**src/hdl/mbus_ctl_consts.vh**
```
// constants for the memory bus data and coherency control block
// assumes a 250 MHz core clock and an 8-bit data slice with four parity bits
`ifndef MBUS_CTL_CONSTS_VH
`define MBUS_CTL_CONSTS_VH

// data slice and parity widths
`define DATA_W 8
`define PAR_W 4
`define WORD_W 12
`define BURST_W 3
`define FIFO_DEPTH 32
`define FIFO_AW 5

// core clock period and strap watch window after reset release
`define CLK_PERIOD_NS 4
`define STRAP_WIN_NS 640
`define STRAP_WIN_CYC ((`STRAP_WIN_NS + `CLK_PERIOD_NS - 1) / `CLK_PERIOD_NS)
`define STRAP_CNT_W 8
`define STRAP_TAKE_CYC 2

// bit positions inside the synchronised control pin vector
`define PIN_MODE 0
`define PIN_FRZ 1
`define PIN_EOC 2
`define PIN_RDY 3
`define PIN_OCLK 4
`define PIN_SCYC 5
`define PIN_SSTB 6
`define PIN_KEN 7
`define PIN_KWIN 8
`define PIN_RO 9
`define PIN_DOE 10
`define CTL_W 11

// reset values
`define RST_WORD 12'h000
`define RST_BURST 3'h0

`endif

```
**src/hdl/mbus_data_ctl.v**
```verilog
// memory bus side data path, cycle end, freeze, snoop response and cacheability sampling
// assumes every bus pin is asynchronous to clk; the cache array side runs on clk
`timescale 1ns/10ps
`default_nettype none
`include "mbus_ctl_consts.vh"

////////////////////////////////////////////////////////////////////////////////
module word_fifo #(
    parameter WIDTH = 12,
    parameter DEPTH = 32,
    parameter AW = 5
) (
    input wire clk, // core clock
    input wire reset_n, // async reset
    input wire [WIDTH-1:0] in_data, // word to store
    input wire in_valid, // word offered
    output wire in_ready, // room for a word
    output wire [WIDTH-1:0] out_data, // oldest word
    output wire out_valid, // a word is held
    input wire out_ready // oldest word taken
);
    reg [WIDTH-1:0] mem [0:DEPTH-1];
    reg [AW-1:0] wr_ptr;
    reg [AW-1:0] rd_ptr;
    reg [AW:0] count;
    wire push;
    wire pop;

    assign in_ready = (count != DEPTH);
    assign out_valid = (count != 0);
    assign out_data = mem[rd_ptr];
    assign push = in_valid & in_ready;
    assign pop = out_valid & out_ready;

    always @(posedge clk) begin
        if (push) begin
            mem[wr_ptr] <= in_data;
        end
    end

    always @(posedge clk or negedge reset_n) begin
        if (!reset_n) begin
            wr_ptr <= {AW{1'b0}};
            rd_ptr <= {AW{1'b0}};
            count <= {(AW+1){1'b0}};
        end else begin
            if (push) begin
                wr_ptr <= wr_ptr + 1'b1;
            end
            if (pop) begin
                rd_ptr <= rd_ptr + 1'b1;
            end
            if (push & ~pop) begin
                count <= count + 1'b1;
            end else if (pop & ~push) begin
                count <= count - 1'b1;
            end
        end
    end
endmodule // word_fifo

////////////////////////////////////////////////////////////////////////////////
// Behaviour
// data pins float while the output enable pin is high, drive while low
// output enable acts combinationally, same in strobed and clocked modes
// four parity pins follow exactly the data pins' sampling and driving
// cycle end terminates the bus cycle on the memory bus timing
// cycle end latches or drives data and clears the burst counter
// freeze low during a write holds that write data against allocation
// a line allocated after a frozen write goes to the modified state
// freeze pin sampled at reset release selects data drive strength
// snoop reports hit to modified and schedules that line's write-back
// hit-modified valid the cycle after snoop cycle, held until snoop strobe
// cacheability input sampled only while the cacheability window is asserted
// output latch clock makes a transparent latch on the data outputs
// each output strobe edge drives the next word in strobed mode
// read-only cacheable line skips first level, kept shared in this cache
// read-only sampled with the window; later writes post to memory
// strap high at reset means strobed, toggling means clocked
// clocked mode: each ready advances burst counter and moves a word
// strobed mode: each input strobe edge latches data and counts
// clocked mode samples cycle end and freeze on memory clock rise
module mbus_data_ctl (
    input wire clk, // core clock, 250 MHz
    input wire reset_n, // async reset, active low
    input wire strobe_mode_strap, // memory clock, strobe mode strap at reset
    input wire write_freeze_n, // freeze, drive strength strap at reset
    input wire mem_cycle_end_n, // end of memory bus cycle
    input wire mem_ready_n, // ready in clocked mode, input strobe in strobed mode
    input wire output_latch_clock, // output latch clock, output strobe in strobed mode
    input wire mem_data_out_en_n, // data output enable from the controller
    input wire snoop_cycle_n, // snoop cycle indication
    input wire snoop_strobe_n, // snoop strobe
    input wire bus_cacheable_n, // cacheability qualifier
    input wire cacheability_window_n, // window for cacheability sampling
    input wire line_read_only_n, // read-only qualifier
    input wire [`DATA_W-1:0] mem_data_in, // data pins, level seen on the bus
    output reg [`DATA_W-1:0] mem_data_out, // data pins, driven value
    output wire [`DATA_W-1:0] mem_data_oe, // data pins, high while driving
    input wire [`PAR_W-1:0] mem_parity_in, // parity pins, level seen
    output reg [`PAR_W-1:0] mem_parity_out, // parity pins, driven value
    output wire [`PAR_W-1:0] mem_parity_oe, // parity pins, high while driving
    output reg drive_high, // high drive strength selected
    output reg strobed_mode, // bus runs strobed
    output reg clocked_mode, // bus runs clocked
    input wire [`WORD_W-1:0] wr_word, // outgoing word {parity, data}
    input wire wr_valid, // outgoing word offered
    output wire wr_ready, // buffer has room
    output reg [`WORD_W-1:0] rd_word, // incoming word {parity, data}
    output reg rd_valid, // incoming word pulse
    output reg [`BURST_W-1:0] burst_count, // memory burst counter
    output reg cycle_done, // bus cycle ended pulse
    output reg [`WORD_W-1:0] frozen_word, // write data held by freeze
    output reg frozen_valid, // frozen data present
    input wire alloc_done, // line allocation finished pulse
    output reg alloc_modified, // allocated line state is modified
    input wire snoop_lookup_modified, // tag lookup: snooped line is modified
    output reg snoop_hit_modified_n, // hit to modified line, active low
    output reg writeback_req, // write-back scheduling pulse
    output reg l1_cacheable, // first level may cache the line
    output reg l2_cacheable, // this cache may keep the line
    output reg l2_shared, // line kept in shared state
    output reg line_read_only, // sampled read-only
    input wire cpu_write, // write hit to the current line, pulse
    output reg write_update_cache, // write updates cached copy, pulse
    output reg write_post_mem // write posted to memory, pulse
);
    localparam [2:0] MODE_DETECT = 3'b001;
    localparam [2:0] MODE_CLOCKED = 3'b010;
    localparam [2:0] MODE_STROBED = 3'b100;
    localparam [31:0] STRAP_LAST_W = `STRAP_WIN_CYC - 1;
    localparam [31:0] STRAP_TAKE_W = `STRAP_TAKE_CYC;
    localparam [`STRAP_CNT_W-1:0] STRAP_LAST = STRAP_LAST_W[`STRAP_CNT_W-1:0];
    localparam [`STRAP_CNT_W-1:0] STRAP_TAKE = STRAP_TAKE_W[`STRAP_CNT_W-1:0];

    reg [`CTL_W-1:0] ctl_s1;
    reg [`CTL_W-1:0] ctl_s2;
    reg [`CTL_W-1:0] ctl_p;
    reg [`WORD_W-1:0] din_s1;
    reg [`WORD_W-1:0] din_s2;
    reg [2:0] mode;
    reg [`STRAP_CNT_W-1:0] strap_cnt;
    reg strap_toggled;
    reg strap_taken;
    reg [`WORD_W-1:0] stage;
    wire [`WORD_W-1:0] fifo_word;
    wire fifo_valid;
    wire [`CTL_W-1:0] rise;
    wire [`CTL_W-1:0] fall;
    wire driving;
    wire end_cyc;
    wire take_in;
    wire give_out;
    wire latch_open;
    wire frz_now;

    // enable goes straight from pin to drivers, no clock in the path
    assign mem_data_oe = {`DATA_W{~mem_data_out_en_n}};
    assign mem_parity_oe = {`PAR_W{~mem_data_out_en_n}};

    ////////////////////////////////////////////////////////////////////////////
    // two-stage synchronisers; edges are taken from the second stage only
    always @(posedge clk or negedge reset_n) begin
        if (!reset_n) begin
            ctl_s1 <= 11'h7ff;
            ctl_s2 <= 11'h7ff;
            ctl_p <= 11'h7ff;
            din_s1 <= `RST_WORD;
            din_s2 <= `RST_WORD;
        end else begin
            ctl_s1 <= {mem_data_out_en_n, line_read_only_n, cacheability_window_n,
                       bus_cacheable_n, snoop_strobe_n, snoop_cycle_n, output_latch_clock,
                       mem_ready_n, mem_cycle_end_n, write_freeze_n, strobe_mode_strap};
            ctl_s2 <= ctl_s1;
            ctl_p <= ctl_s2;
            din_s1 <= {mem_parity_in, mem_data_in};
            din_s2 <= din_s1;
        end
    end

    assign rise = ctl_s2 & ~ctl_p;
    assign fall = ~ctl_s2 & ctl_p;
    assign driving = ~ctl_s2[`PIN_DOE];

    ////////////////////////////////////////////////////////////////////////////
    // straps: the window after release watches the mode pin for activity;
    // the async reset cannot capture a pin, so a toggle is judged after release
    always @(posedge clk or negedge reset_n) begin
        if (!reset_n) begin
            mode <= MODE_DETECT;
            strap_cnt <= {`STRAP_CNT_W{1'b0}};
            strap_toggled <= 1'b0;
            strap_taken <= 1'b0;
            drive_high <= 1'b0;
        end else begin
            // the pin level at release reaches stage two on the second edge and is taken on the third
            if (!strap_taken && strap_cnt == STRAP_TAKE) begin
                strap_taken <= 1'b1;
                drive_high <= ~ctl_s2[`PIN_FRZ];
            end
            case (mode)
                MODE_DETECT: begin
                    strap_cnt <= strap_cnt + 1'b1;
                    if (rise[`PIN_MODE] | fall[`PIN_MODE]) begin
                        strap_toggled <= 1'b1;
                    end
                    if (strap_cnt == STRAP_LAST) begin
                        if (strap_toggled) begin
                            mode <= MODE_CLOCKED;
                        end else if (ctl_s2[`PIN_MODE]) begin
                            mode <= MODE_STROBED;
                        end else begin
                            mode <= MODE_CLOCKED;
                        end
                    end
                end
                MODE_CLOCKED: begin
                    mode <= MODE_CLOCKED;
                end
                MODE_STROBED: begin
                    mode <= MODE_STROBED;
                end
                default: begin
                    mode <= MODE_DETECT;
                end
            endcase
        end
    end

    always @* begin
        clocked_mode = mode[1];
        strobed_mode = mode[2];
    end

    ////////////////////////////////////////////////////////////////////////////
    // bus events, clocked on memory clock rise, strobed on strobe edges and the cycle end fall
    assign end_cyc = clocked_mode ? (rise[`PIN_MODE] & ~ctl_s2[`PIN_EOC])
                   : (strobed_mode & fall[`PIN_EOC]);
    assign take_in = ~driving & (clocked_mode
                   ? (rise[`PIN_MODE] & (~ctl_s2[`PIN_RDY] | ~ctl_s2[`PIN_EOC]))
                   : (strobed_mode & (rise[`PIN_RDY] | fall[`PIN_RDY] | end_cyc)));
    assign give_out = driving & (clocked_mode
                    ? (rise[`PIN_MODE] & (~ctl_s2[`PIN_RDY] | ~ctl_s2[`PIN_EOC]))
                    : (strobed_mode & (rise[`PIN_OCLK] | fall[`PIN_OCLK] | end_cyc)));
    // strobed mode has no latch clock, the strobe itself paces the words
    assign latch_open = strobed_mode | ctl_s2[`PIN_OCLK];
    assign frz_now = ~ctl_s2[`PIN_FRZ] & (clocked_mode ? rise[`PIN_MODE] : strobed_mode);

    word_fifo #(
        .WIDTH(`WORD_W),
        .DEPTH(`FIFO_DEPTH),
        .AW(`FIFO_AW)
    ) out_buf (
        .clk(clk),
        .reset_n(reset_n),
        .in_data(wr_word),
        .in_valid(wr_valid),
        .in_ready(wr_ready),
        .out_data(fifo_word),
        .out_valid(fifo_valid),
        .out_ready(give_out)
    );

    ////////////////////////////////////////////////////////////////////////////
    // data path: parity rides in the same word as data
    always @(posedge clk or negedge reset_n) begin
        if (!reset_n) begin
            stage <= `RST_WORD;
            mem_data_out <= 8'h00;
            mem_parity_out <= 4'h0;
            rd_word <= `RST_WORD;
            rd_valid <= 1'b0;
            burst_count <= `RST_BURST;
            cycle_done <= 1'b0;
        end else begin
            rd_valid <= take_in;
            cycle_done <= end_cyc;
            if (take_in) begin
                rd_word <= din_s2;
            end
            if (give_out & fifo_valid) begin
                stage <= fifo_word;
            end
            if (latch_open) begin
                {mem_parity_out, mem_data_out} <= stage;
            end
            if (end_cyc) begin
                burst_count <= `RST_BURST;
            end else if (take_in | give_out) begin
                burst_count <= burst_count + 1'b1;
            end
        end
    end

    ////////////////////////////////////////////////////////////////////////////
    // freeze and allocation; a new freeze in the allocation cycle wins
    always @(posedge clk or negedge reset_n) begin
        if (!reset_n) begin
            frozen_word <= `RST_WORD;
            frozen_valid <= 1'b0;
            alloc_modified <= 1'b0;
        end else begin
            if (alloc_done) begin
                alloc_modified <= frozen_valid;
            end
            if (frz_now & give_out & fifo_valid) begin
                frozen_word <= fifo_word;
                frozen_valid <= 1'b1;
            end else if (alloc_done) begin
                frozen_valid <= 1'b0;
            end
        end
    end

    ////////////////////////////////////////////////////////////////////////////
    // snoop response and cacheability qualifiers
    always @(posedge clk or negedge reset_n) begin
        if (!reset_n) begin
            snoop_hit_modified_n <= 1'b1;
            writeback_req <= 1'b0;
            l1_cacheable <= 1'b0;
            l2_cacheable <= 1'b0;
            l2_shared <= 1'b0;
            line_read_only <= 1'b0;
            write_update_cache <= 1'b0;
            write_post_mem <= 1'b0;
        end else begin
            writeback_req <= fall[`PIN_SCYC] & snoop_lookup_modified;
            if (fall[`PIN_SCYC]) begin
                snoop_hit_modified_n <= ~snoop_lookup_modified;
            end else if (fall[`PIN_SSTB]) begin
                snoop_hit_modified_n <= 1'b1;
            end
            if (fall[`PIN_KWIN]) begin
                l2_cacheable <= ~ctl_s2[`PIN_KEN];
                l1_cacheable <= ~ctl_s2[`PIN_KEN] & ctl_s2[`PIN_RO];
                l2_shared <= ~ctl_s2[`PIN_KEN] & ~ctl_s2[`PIN_RO];
                line_read_only <= ~ctl_s2[`PIN_RO];
            end
            write_update_cache <= cpu_write & ~line_read_only;
            write_post_mem <= cpu_write & line_read_only;
        end
    end
endmodule // mbus_data_ctl
`default_nettype wire

```
**config.mk**
```make
export PLATFORM = sky130hd
export DESIGN_NAME = mbus_data_ctl
export DESIGN_NICKNAME = d
export VERILOG_FILES = /design/src/hdl/mbus_data_ctl.v
export VERILOG_INCLUDE_DIRS = /design/src /design/src/hdl
export SDC_FILE = /design/constraint.sdc
export NUM_CORES = 1
export LEC_CHECK = 0
export BUFFER_PORTS_ARGS = -buffer_cell sky130_fd_sc_hd__buf_2
export CORE_MARGIN = 2
export CORE_UTILIZATION = 36
export CTS_CLUSTER_SIZE = 30
export DETAILED_ROUTE_END_ITERATION = 7
export HOLD_SLACK_MARGIN = 0.1
export PLACE_DENSITY = 0.53
export SKIP_CTS_REPAIR_TIMING = 1
export SLEW_MARGIN = 0
export SYNTH_ARGS = -nofsm -noshare
export SYNTH_HDL_FRONTEND = slang
export SYNTH_SLANG_ARGS = --single-unit
```
**constraint.sdc**
```tcl
create_clock -name clk -period 3.22 [get_ports clk]
set_input_delay 0.966 -clock clk [delete_from_list [all_inputs] [get_ports clk]]
set_output_delay 0.966 -clock clk [all_outputs]
set_load 0.005 [all_outputs]
```
* After elaboration in Yosys (flattened, before gate mapping)
Memory sizes are Yosys's and may differ from the RTL's.
Index checks and enable logic that the tools add are counted.
** Storage, ports and cells
- Memories :: 1
- Word-level logic and storage cells :: 113
- Input port bits :: 41
- Register bits :: 148
- Memory bits (writable) :: 384
- Output and inout port bits :: 67
** Memory list
- out_buf.mem :: words 32, bits a word 12, rd ports 1, clocked after Yosys merged registers in 0, write ports 1, RTL line mbus_data_ctl.v:22 : reg [WIDTH-1:0] mem [0:DEPTH-1];
** Operators by class
- $add $sub $neg :: 6
- Equality and inequality tests :: 7
- Bitwise gates (word level) :: 42
- Reductions and logical operators :: 8
- Muxes and demuxes :: 18
** Operators with widths (count)
- 1-bit bitwise AND :: 19
- 3-bit 2-to-1 mux :: 5
- 6-bit 2-to-1 mux :: 2
- 1-bit inverter :: 11
- 5-bit by 1-bit adder with 5-bit output (second input constant) :: 2
- 1-bit 2-to-1 mux :: 10
- 9-bit bitwise AND :: 1
- 9-bit inverter :: 1
- 3-bit case mux with 3 select lines :: 1
- 8-bit by 1-bit adder with 8-bit output (second input constant) :: 1
- 8-bit by 2-bit == test with 1-bit output (second input constant) :: 1
- 8-bit == test (second input constant) :: 1
- 1-bit bitwise OR :: 8
- 2-bit nonzero test :: 4
- 6-bit by 1-bit adder with 6-bit output (second input constant) :: 1
- 6-bit inequality test (second input constant) :: 1
- 6-bit nonzero test :: 1
- 6-bit by 1-bit subtractor with 6-bit output (second input constant) :: 1
- 5-bit bitwise AND :: 1
- 5-bit inverter :: 1
- 3-bit by 1-bit adder with 3-bit output (second input constant) :: 1
- 3-bit by 1-bit == test with 1-bit output (second input constant) :: 1
- 3-bit by 2-bit == test with 1-bit output (second input constant) :: 1
- 3-bit == test (second input constant) :: 1
- 4 further kinds :: 4

* Depth between registers and ports, before layout
Gate-level depths: netlist of run 1.
- Depth in word-level cells :: 12
- Depth in mapped cells :: 14
- Depth with buffers taken out :: 13

* Cells and area by module
Synthesis of run 1 repeated with hierarchy kept, for this count alone.
** Second synthesis, totals
- Cells, all modules :: 1065
- Area, all modules :: 20399.6 um^2
** By module, submodules not included
- word_fifo :: instances 1, cells each 769, area each 15636.2 um^2
- mbus_data_ctl :: instances 1, cells each 296, area each 4763.3 um^2

* Worst setup path before layout of run 1
OpenSTA, ideal clock, no wires.
- Path type :: register -> register
- From :: register ctl_s2[4]
- To :: register out_buf.count[5]
- Setup slack :: 0.047 ns
- Data arrival time :: 3.049 ns
- Required time :: 3.096 ns
- Cell stages (with the launch flop) :: 14
- Cells stage by stage :: dfstp_2 -> xor2_1 -> nor3_1 -> nor4_4 -> buf_2 -> inv_1 -> ha_1 -> inv_1 -> ha_1 -> a21o_1 -> a21oi_1 -> or4_1 -> nand4_1 -> xor2_1
** On the way
- Longest elaborated chain between the ends :: 11
- Elaborated cells on any way between the ends :: 14
- Those cells by class :: 2 x mux; 11 x bitwise; 1 x reduce/logical
** RTL lines
- start, declared :: RTL line mbus_data_ctl.v:137 : reg [`CTL_W-1:0] ctl_s2;
- start signal, assigned :: RTL line mbus_data_ctl.v:174 : ctl_s2 <= ctl_s1;
- 9-bit inverter :: RTL line mbus_data_ctl.v:182 : assign fall = ~ctl_s2 & ctl_p;
- 9-bit bitwise AND :: RTL line mbus_data_ctl.v:182
- 1-bit bitwise OR * (2 in a row) :: RTL line mbus_data_ctl.v:244 : : (strobed_mode & (rise[`PIN_OCLK] | fall[`PIN_OCLK] | end_cyc)));
- 1-bit bitwise AND * :: RTL line mbus_data_ctl.v:244
- 1-bit 2-to-1 mux * :: RTL line mbus_data_ctl.v:242 : assign give_out = driving & (clocked_mode
- 1-bit bitwise AND * :: RTL line mbus_data_ctl.v:242
- 1-bit bitwise AND * :: RTL line mbus_data_ctl.v:33 : assign pop = out_valid & out_ready;
- 1-bit inverter :: RTL line mbus_data_ctl.v:53 : if (push & ~pop) begin
- 1-bit bitwise AND :: RTL line mbus_data_ctl.v:53
- 6-bit 2-to-1 mux / 2-bit nonzero test (equally long branches)
- end signal, assigned :: RTL line mbus_data_ctl.v:45 : count <= {(AW+1){1'b0}};
- end signal, assigned :: RTL line mbus_data_ctl.v:54 : count <= count + 1'b1;
- end signal, assigned :: RTL line mbus_data_ctl.v:56 : count <= count - 1'b1;
- end, declared :: RTL line mbus_data_ctl.v:25 : reg [AW:0] count;
Mark *: on every way between the ends. The rest lies on a longest branch, timed or not.
A chain may end at the register's enable or synchronous reset.

* Final worst setup path of run 1
- From :: register out_buf.rd_ptr[0]
- To :: register stage[9]
** On the way
- Longest elaborated chain between the ends :: 1
** RTL lines
- start, declared :: RTL line mbus_data_ctl.v:24 : reg [AW-1:0] rd_ptr;
- start signal, assigned :: RTL line mbus_data_ctl.v:44 : rd_ptr <= {AW{1'b0}};
- start signal, assigned :: RTL line mbus_data_ctl.v:51 : rd_ptr <= rd_ptr + 1'b1;
- memory read 32 x 12 bit
- end signal, assigned :: RTL line mbus_data_ctl.v:268 : stage <= `RST_WORD;
- end signal, assigned :: RTL line mbus_data_ctl.v:282 : stage <= fifo_word;
- end, declared :: RTL line mbus_data_ctl.v:145 : reg [`WORD_W-1:0] stage;
No other way between the ends.

==> results of run 1 <==
worst max-delay path, delay by kind of cell, from the launching register on:
family                 cells  cell delay [ps]
buffers and inverters      3              670
DFF                        1              580
AOI/OAI and AO/OA          2              770
muxes                      2              830
report_power, final:
group	leakage (nW)	total [mW]	internal (mW)	switching, mW
clock network	0.969	6.89	4.19	2.70
logic	2.39	1.08	0.376	0.700
registers	5.28	7.98	7.76	0.215
total	8.64	15.9	12.3	3.61
per-layer routing:
layer	wire (um)	vias up	global-route usage, %
met5	0	-	0
met4	868	0	3.685
met3	2762	68	3.489
met2	20530	256	24.11
met1	20490	5298	22.29
li1	-	4508	-
final cells by class:
type / count / area (um2) / share of cell area [%]
Sequential cell: 530 / 15230 / 63.47
Multi-Input combinational cell: 444 / 4554 / 18.98
Clock buffer: 68 / 1498 / 6.242
Timing Repair Buffer: 187 / 1205 / 5.022
Tap cell: 748 / 935.9 / 3.901
Clock inverter: 38 / 501.7 / 2.091
Inverter: 18 / 67.56 / 0.2816
Antenna cell: 1 / 2.502 / 0.01043
cell families after synthesis:
kind of cell / after synthesis
flops: 530
buf+inv: 79
fa+ha+maj: 15
compound gates: 111
xor+xnor: 21
mux: 172
simple gates: 125
metrics by stage:
stage,cells,power [mW],utilization [%],cell area [um2],setup slack (ps)
after global placement,1927,9.164,39.76,21990,187.6
after CTS,2033,16.13,43.38,23990,196.1
final,2034,15.95,43.38,23990,240.0
after global routing,2033,16.53,43.38,23990,113.2
after detailed placement,1927,9.202,39.76,21990,218.5
after floorplan,1053,8.625,-,20220,47.36
cells in the mapped netlist, drive strengths merged, types with 7 or more instances:
| master | count | area (um2) |
|---|---|---|
| edfxtp | 384 | 11530 |
| dfrtp | 115 | 2878 |
| mux4 | 74 | 1682 |
| mux2 | 52 | 585.6 |
| mux2i | 46 | 460.4 |
| nor2 | 43 | 161.4 |
| buf | 39 | 295.3 |
| dfstp | 31 | 814.5 |
| a21oi | 26 | 130.1 |
| nand2 | 24 | 97.59 |
| clkbuf | 22 | 82.58 |
| inv | 18 | 67.56 |
| o21ai | 16 | 80.08 |
| ha | 14 | 175.2 |
| xnor2 | 14 | 122.6 |
| a2111oi | 13 | 153.9 |
| a22o | 12 | 105.1 |
| o22ai | 12 | 75.07 |
| a22oi | 11 | 82.58 |
| o221ai | 10 | 87.58 |
| nor2b | 8 | 50.05 |
| nand4 | 7 | 43.79 |
| nor3 | 7 | 35.03 |
| xor2 | 7 | 61.31 |
state kept, by name (all words and copies together) (netlist names), 4 cells and up:
name / flops
out_buf.wr_ptr: 5
ctl_s1: 11
din_s1: 12
mem_parity_out: 4
strap_cnt: 8
stage: 12
out_buf.count: 6
out_buf.mem: 384
din_s2: 12
ctl_p: 7
out_buf.rd_ptr: 5
mem_data_out: 8
ctl_s2: 11
rd_word: 12
frozen_word: 12
worst min path at each step:
| stage | end | from |
|---|---|---|
| final | mem_data_out[2] | reset_n |
| after global routing | mem_data_out[1] | reset_n |
| after CTS | stage[1] | reset_n |
| after detailed placement | din_s2[6] | din_s1[6] |
| after global placement | din_s2[2] | din_s1[2] |
| after floorplan | din_s2[0] | din_s1[0] |
==> flow_summary.json, run 1 <==
{
  "synth_top_family_by_area": "multiplexers",
  "drt-total-wl_um": 44650,
  "critPathMostFrequentCell": "buf_4",
  "area_growth_pct": 18.66,
  "crit_start": "out_buf.rd_ptr[0]",
  "ys_types": 57,
  "leakage_nw": 8.640,
  "netlist_instances": 1053,
  "synthArstFlopShare_pct": 27.55,
  "hold_slack_ps": 272.2,
  "p_per_area_nw_per_um2": 664.6,
  "cp_slowest_cell": "a2111oi_1",
  "die_area_um2": 58080,
  "synth_xor_area_share_pct": 0.9096,
  "slew_viol_final": 0,
  "status": "finished, final reports clean",
  "yosys.area_share.simple_pct": 3.205,
  "die_x_um": 241,
  "synthMuxAreaShare_pct": 13.49,
  "hp-class": "in -> async",
  "yosysWarnings": 0,
  "most-common-layout-cells": "384 x edfxtp_1, 113 x dfrtp_1, 106 x buf_2",
  "dr.pass1.iters": 5,
  "rsz0062_at_grt": "no",
  "clkTransAtPathRegs_ps": 60,
  "drv_cap": 0,
  "cts_sinks": 530,
  "die_h_um": 241,
  "peakVddDrop_uv": 422.3,
  "place_hpwl_um": 27620,
  "synthFlopType": "edfxtp_1",
  "dr.first_iter.drc_count": 828,
  "synth-compound-area-share_pct": 3.942,
  "finalSetupViolCount": 0,
  "design.core.area_um2": 55310,
  "tns_ps": 0,
  "crit_path_end_kind": "flip-flop",
  "cp-start-kind": "flip-flop",
  "ys_seq_elements": 530,
  "grt_max_degree": 57,
  "grt-ovfl-total": 0,
  "crit_path_end": "stage[9]",
  "via_per_inst": 4.980,
  "syn_nets": 1109,
  "r2r-end": "stage[9]",
  "cts_made_buffers": 56,
  "ctsLongestPathBuffers": 3,
  "drc_errors": 0,
  "finClkSkew_ps": 40.57,
  "wl_per_cell_um": 21.95,
  "nets": 1293,
  "cpPeakStageDelay_ps": 670,
  "start_util_pct": 36.56,
  "grt_pass1_vias": 10170,
  "layout_commonest_cell": "edfxtp_1",
  "worstPathRequired_ps": 3730,
  "htreeDepth": 2,
  "crit_fanout": 17,
  "period_minus_slack_ps": 2980,
  "antenna_found_initial": 0,
  "ios": 108,
  "gp_congestion": 0.7422,
  "crit_arrival_ps": 3490,
  "port_buffers": 107,
  "seq_area_frac_synth_pct": 75.29,
  "timing.fmax_ghz": 0.3356,
  "timing.final.crit_share_pct": 92.55,
  "synth_edf_count": 384,
  "reg2reg_from": "out_buf.rd_ptr[0]",
  "syn_area_per_cell_um2": 19.20,
  "path_class": "reg -> reg",
  "grt_pass1_wl_um": 66320,
  "worstPathCellList": "buf_12 -> buf_4 -> mux4_2 -> a2111oi_1 -> buf_4 -> a21oi_1 -> mux2_2",
  "slew_headroom_pct": 43.90,
  "vias": 10130,
  "synthAdderAreaFrac_pct": 0.9653,
  "drive_gt1_share_pct": 33.85,
  "cts_tree": "built",
  "rows": 86,
  "r2r_cells": 7,
  "final_antenna_net_count": 0,
  "grt.total_usage_pct": 15.53,
  "synth_area_um2": 20220,
  "fill_cells": 4900,
  "r2r_slack_ps": 240,
  "clock_latency_ps": 640,
  "finalHoldViolations": 0,
  "worst_slew_pin_slew_ps": 835.8,
  "cts_root_buf": "clkbuf_16"
}
No activity file was read; power rests on OpenSTA's default activity.
==> run 2: changes to the inputs <==
--- a/config.mk
+++ b/config.mk
@@ -7,14 +7,15 @@
 export NUM_CORES = 1
 export LEC_CHECK = 0
 export BUFFER_PORTS_ARGS = -buffer_cell sky130_fd_sc_hd__buf_2
+export CELL_PAD_IN_SITES_DETAIL_PLACEMENT = 1
+export CELL_PAD_IN_SITES_GLOBAL_PLACEMENT = 1
 export CORE_MARGIN = 2
 export CORE_UTILIZATION = 36
 export CTS_CLUSTER_SIZE = 30
 export DETAILED_ROUTE_END_ITERATION = 7
 export HOLD_SLACK_MARGIN = 0.1
-export PLACE_DENSITY = 0.53
+export PLACE_DENSITY = 0.59
 export SKIP_CTS_REPAIR_TIMING = 1
-export SLEW_MARGIN = 0
 export SYNTH_ARGS = -nofsm -noshare
 export SYNTH_HDL_FRONTEND = slang
 export SYNTH_SLANG_ARGS = --single-unit
==> run 2 against run 1 <==
Net effect:
- utilization decreased by 0.58 points
- combinational power about the same
- sequential share of layout area is 0.87 points higher
- critical endpoint is now stage[1]
==> flow_summary.json, run 2 (synthesis gave the netlist of run 1 again) <==
{
  "peakVddDrop_uv": 391.4,
  "drt-total-wl_um": 46920,
  "place_hpwl_um": 29160,
  "timing.final.crit_share_pct": 91.57,
  "grt_max_degree": 54,
  "ios": 108,
  "port_buffers": 107,
  "ctsLongestPathBuffers": 3,
  "die_x_um": 241,
  "cts_tree": "built",
  "antenna_found_initial": 0,
  "rsz0062_at_grt": "no",
  "clkTransAtPathRegs_ps": 60,
  "clock_latency_ps": 600,
  "grt_pass1_wl_um": 70330,
  "clock_power_share_pct": 40.6,
  "r2r_cells": 6,
  "layout_commonest_cell": "edfxtp_1",
  "worstPathCellList": "buf_12 -> buf_4 -> mux4_2 -> a2111oi_1 -> a21oi_1 -> mux2_2",
  "gp_congestion": 0.7496,
  "seqCellArea_um2": 15230,
  "rows": 86,
  "r2r-end": "stage[1]",
  "cp_slowest_cell": "a2111oi_1",
  "status": "finished, final reports clean",
  "timing.fmax_ghz": 0.3392,
  "p_seq_share_pct": 52.2,
  "power.internal_mw": 11.70,
  "finClkSkew_ps": 26.12,
  "crit_path_end_kind": "flip-flop",
  "p_sw_share_pct": 23.13,
  "worstPathRequired_ps": 3700,
  "p_per_area_nw_per_um2": 643.2,
  "tns_ps": 0,
  "slew_viol_final": 0,
  "largest_reg_flops": 384,
  "crit_arrival_ps": 3420,
  "r2r_slack_ps": 270,
  "area_growth_pct": 17.06,
  "htreeDepth": 2,
  "nets": 1281,
  "design.core.area_um2": 55310,
  "finalHoldViolations": 0,
  "grt_pass1_vias": 10910,
  "fin_util_pct": 42.80,
  "die_h_um": 241,
  "cts_root_buf": "clkbuf_16",
  "cp-start-kind": "flip-flop",
  "hp-class": "in -> async",
  "cts_sinks": 530,
  "start_util_pct": 36.56,
  "drc_errors": 0,
  "grt-ovfl-total": 0,
  "dr.first_iter.drc_count": 612,
  "cpPeakStageDelay_ps": 750,
  "crit_fanout": 22,
  "cts_made_buffers": 56,
  "wl_per_cell_um": 23.23,
  "via_per_inst": 5.060,
  "power_switching_mw": 3.522,
  "path_class": "reg -> reg",
  "drv_cap": 0,
  "reg2reg_from": "out_buf.rd_ptr[0]",
  "finalPower_mw": 15.22,
  "drive_gt1_share_pct": 33.04,
  "fill_cells": 5380,
  "slew_headroom_pct": 47.71,
  "finalSetupViolCount": 0,
  "combinationalPowerShare_pct": 7.2,
  "multiInputGateArea_um2": 4554,
  "period_minus_slack_ps": 2949,
  "largest-register": "out_buf.mem",
  "die_area_um2": 58080,
  "leakage_nw": 8.475,
  "grt.total_usage_pct": 16.49,
  "vias": 10220,
  "most-common-layout-cells": "384 x edfxtp_1, 113 x dfrtp_1, 106 x buf_2",
  "final_antenna_net_count": 0,
  "worst_slew_pin_slew_ps": 784.3,
  "dr.pass1.iters": 5
}
run 2: cell types whose count changed in the layout (fill, tap and decap cells not counted), sizes merged:
cell | previous run | this run
bufinv | 11 | 4
clkinv | 25 | 21
clkbuf | 68 | 74
inv | 19 | 22
buf | 187 | 175
run 2: critical path, delay by kind of cell (launching register included):
| family | cells | cell delay, ps |
|---|---|---|
| AOI/OAI and AO/OA | 2 | 930 |
| muxes | 2 | 850 |
| DFF | 1 | 440 |
| buffers and inverters | 2 | 560 |
run 2: metal layers:
layer	track usage, %	vias up	part of all wire (%)
met5	0	-	0
met2	26.52	215	48
met4	4.489	0	2.2
li1	-	4493	-
met3	3.008	64	4.5
met1	23.11	5450	46
run 2: worst max path at each step:
| stage | start | to |
|---|---|---|
| detailed placement | out_buf.rd_ptr[0] | stage[1] |
| finish | out_buf.rd_ptr[0] | stage[1] |
| CTS | out_buf.rd_ptr[0] | stage[1] |
| global route | mode[2] | out_buf.count[5] |
| global placement | out_buf.rd_ptr[0] | stage[1] |
| floorplan | ctl_s2[4] | out_buf.count[5] |
run 2: power by group through the flow:
stage	registers, mW	logic (mW)	clock network, mW
finish	7.95	1.09	6.18
global route	7.99	1.21	6.59
CTS	7.96	1.11	6.36
detailed placement	8.09	1.11	0
global placement	8.07	1.07	0
floorplan	8.00	0.628	0
run 2: layout make-up:
cell class                 count  area share, %
tap                          748          3.954
clock inverter                30          1.121
timing repair buffer         175          4.763
clock buffer                  74          6.290
inverter                      18         0.2854
sequential                   530          64.34
multi-input combinational    444          19.24
antenna                        1        0.01057
run 2: per-stage QoR:
stage,std cells,worst slack (ps),hold WS [ps],instance area (um2)
5_1_grt,2019,76.36,319.6,23670
3_3_place_gp,1915,185.1,333.0,21910
6_report,2020,271.5,314.2,23670
3_5_place_dp,1915,204.4,336.2,21910
4_1_cts,2019,182.7,300.6,23670
2_1_floorplan,1053,47.36,331.2,20220
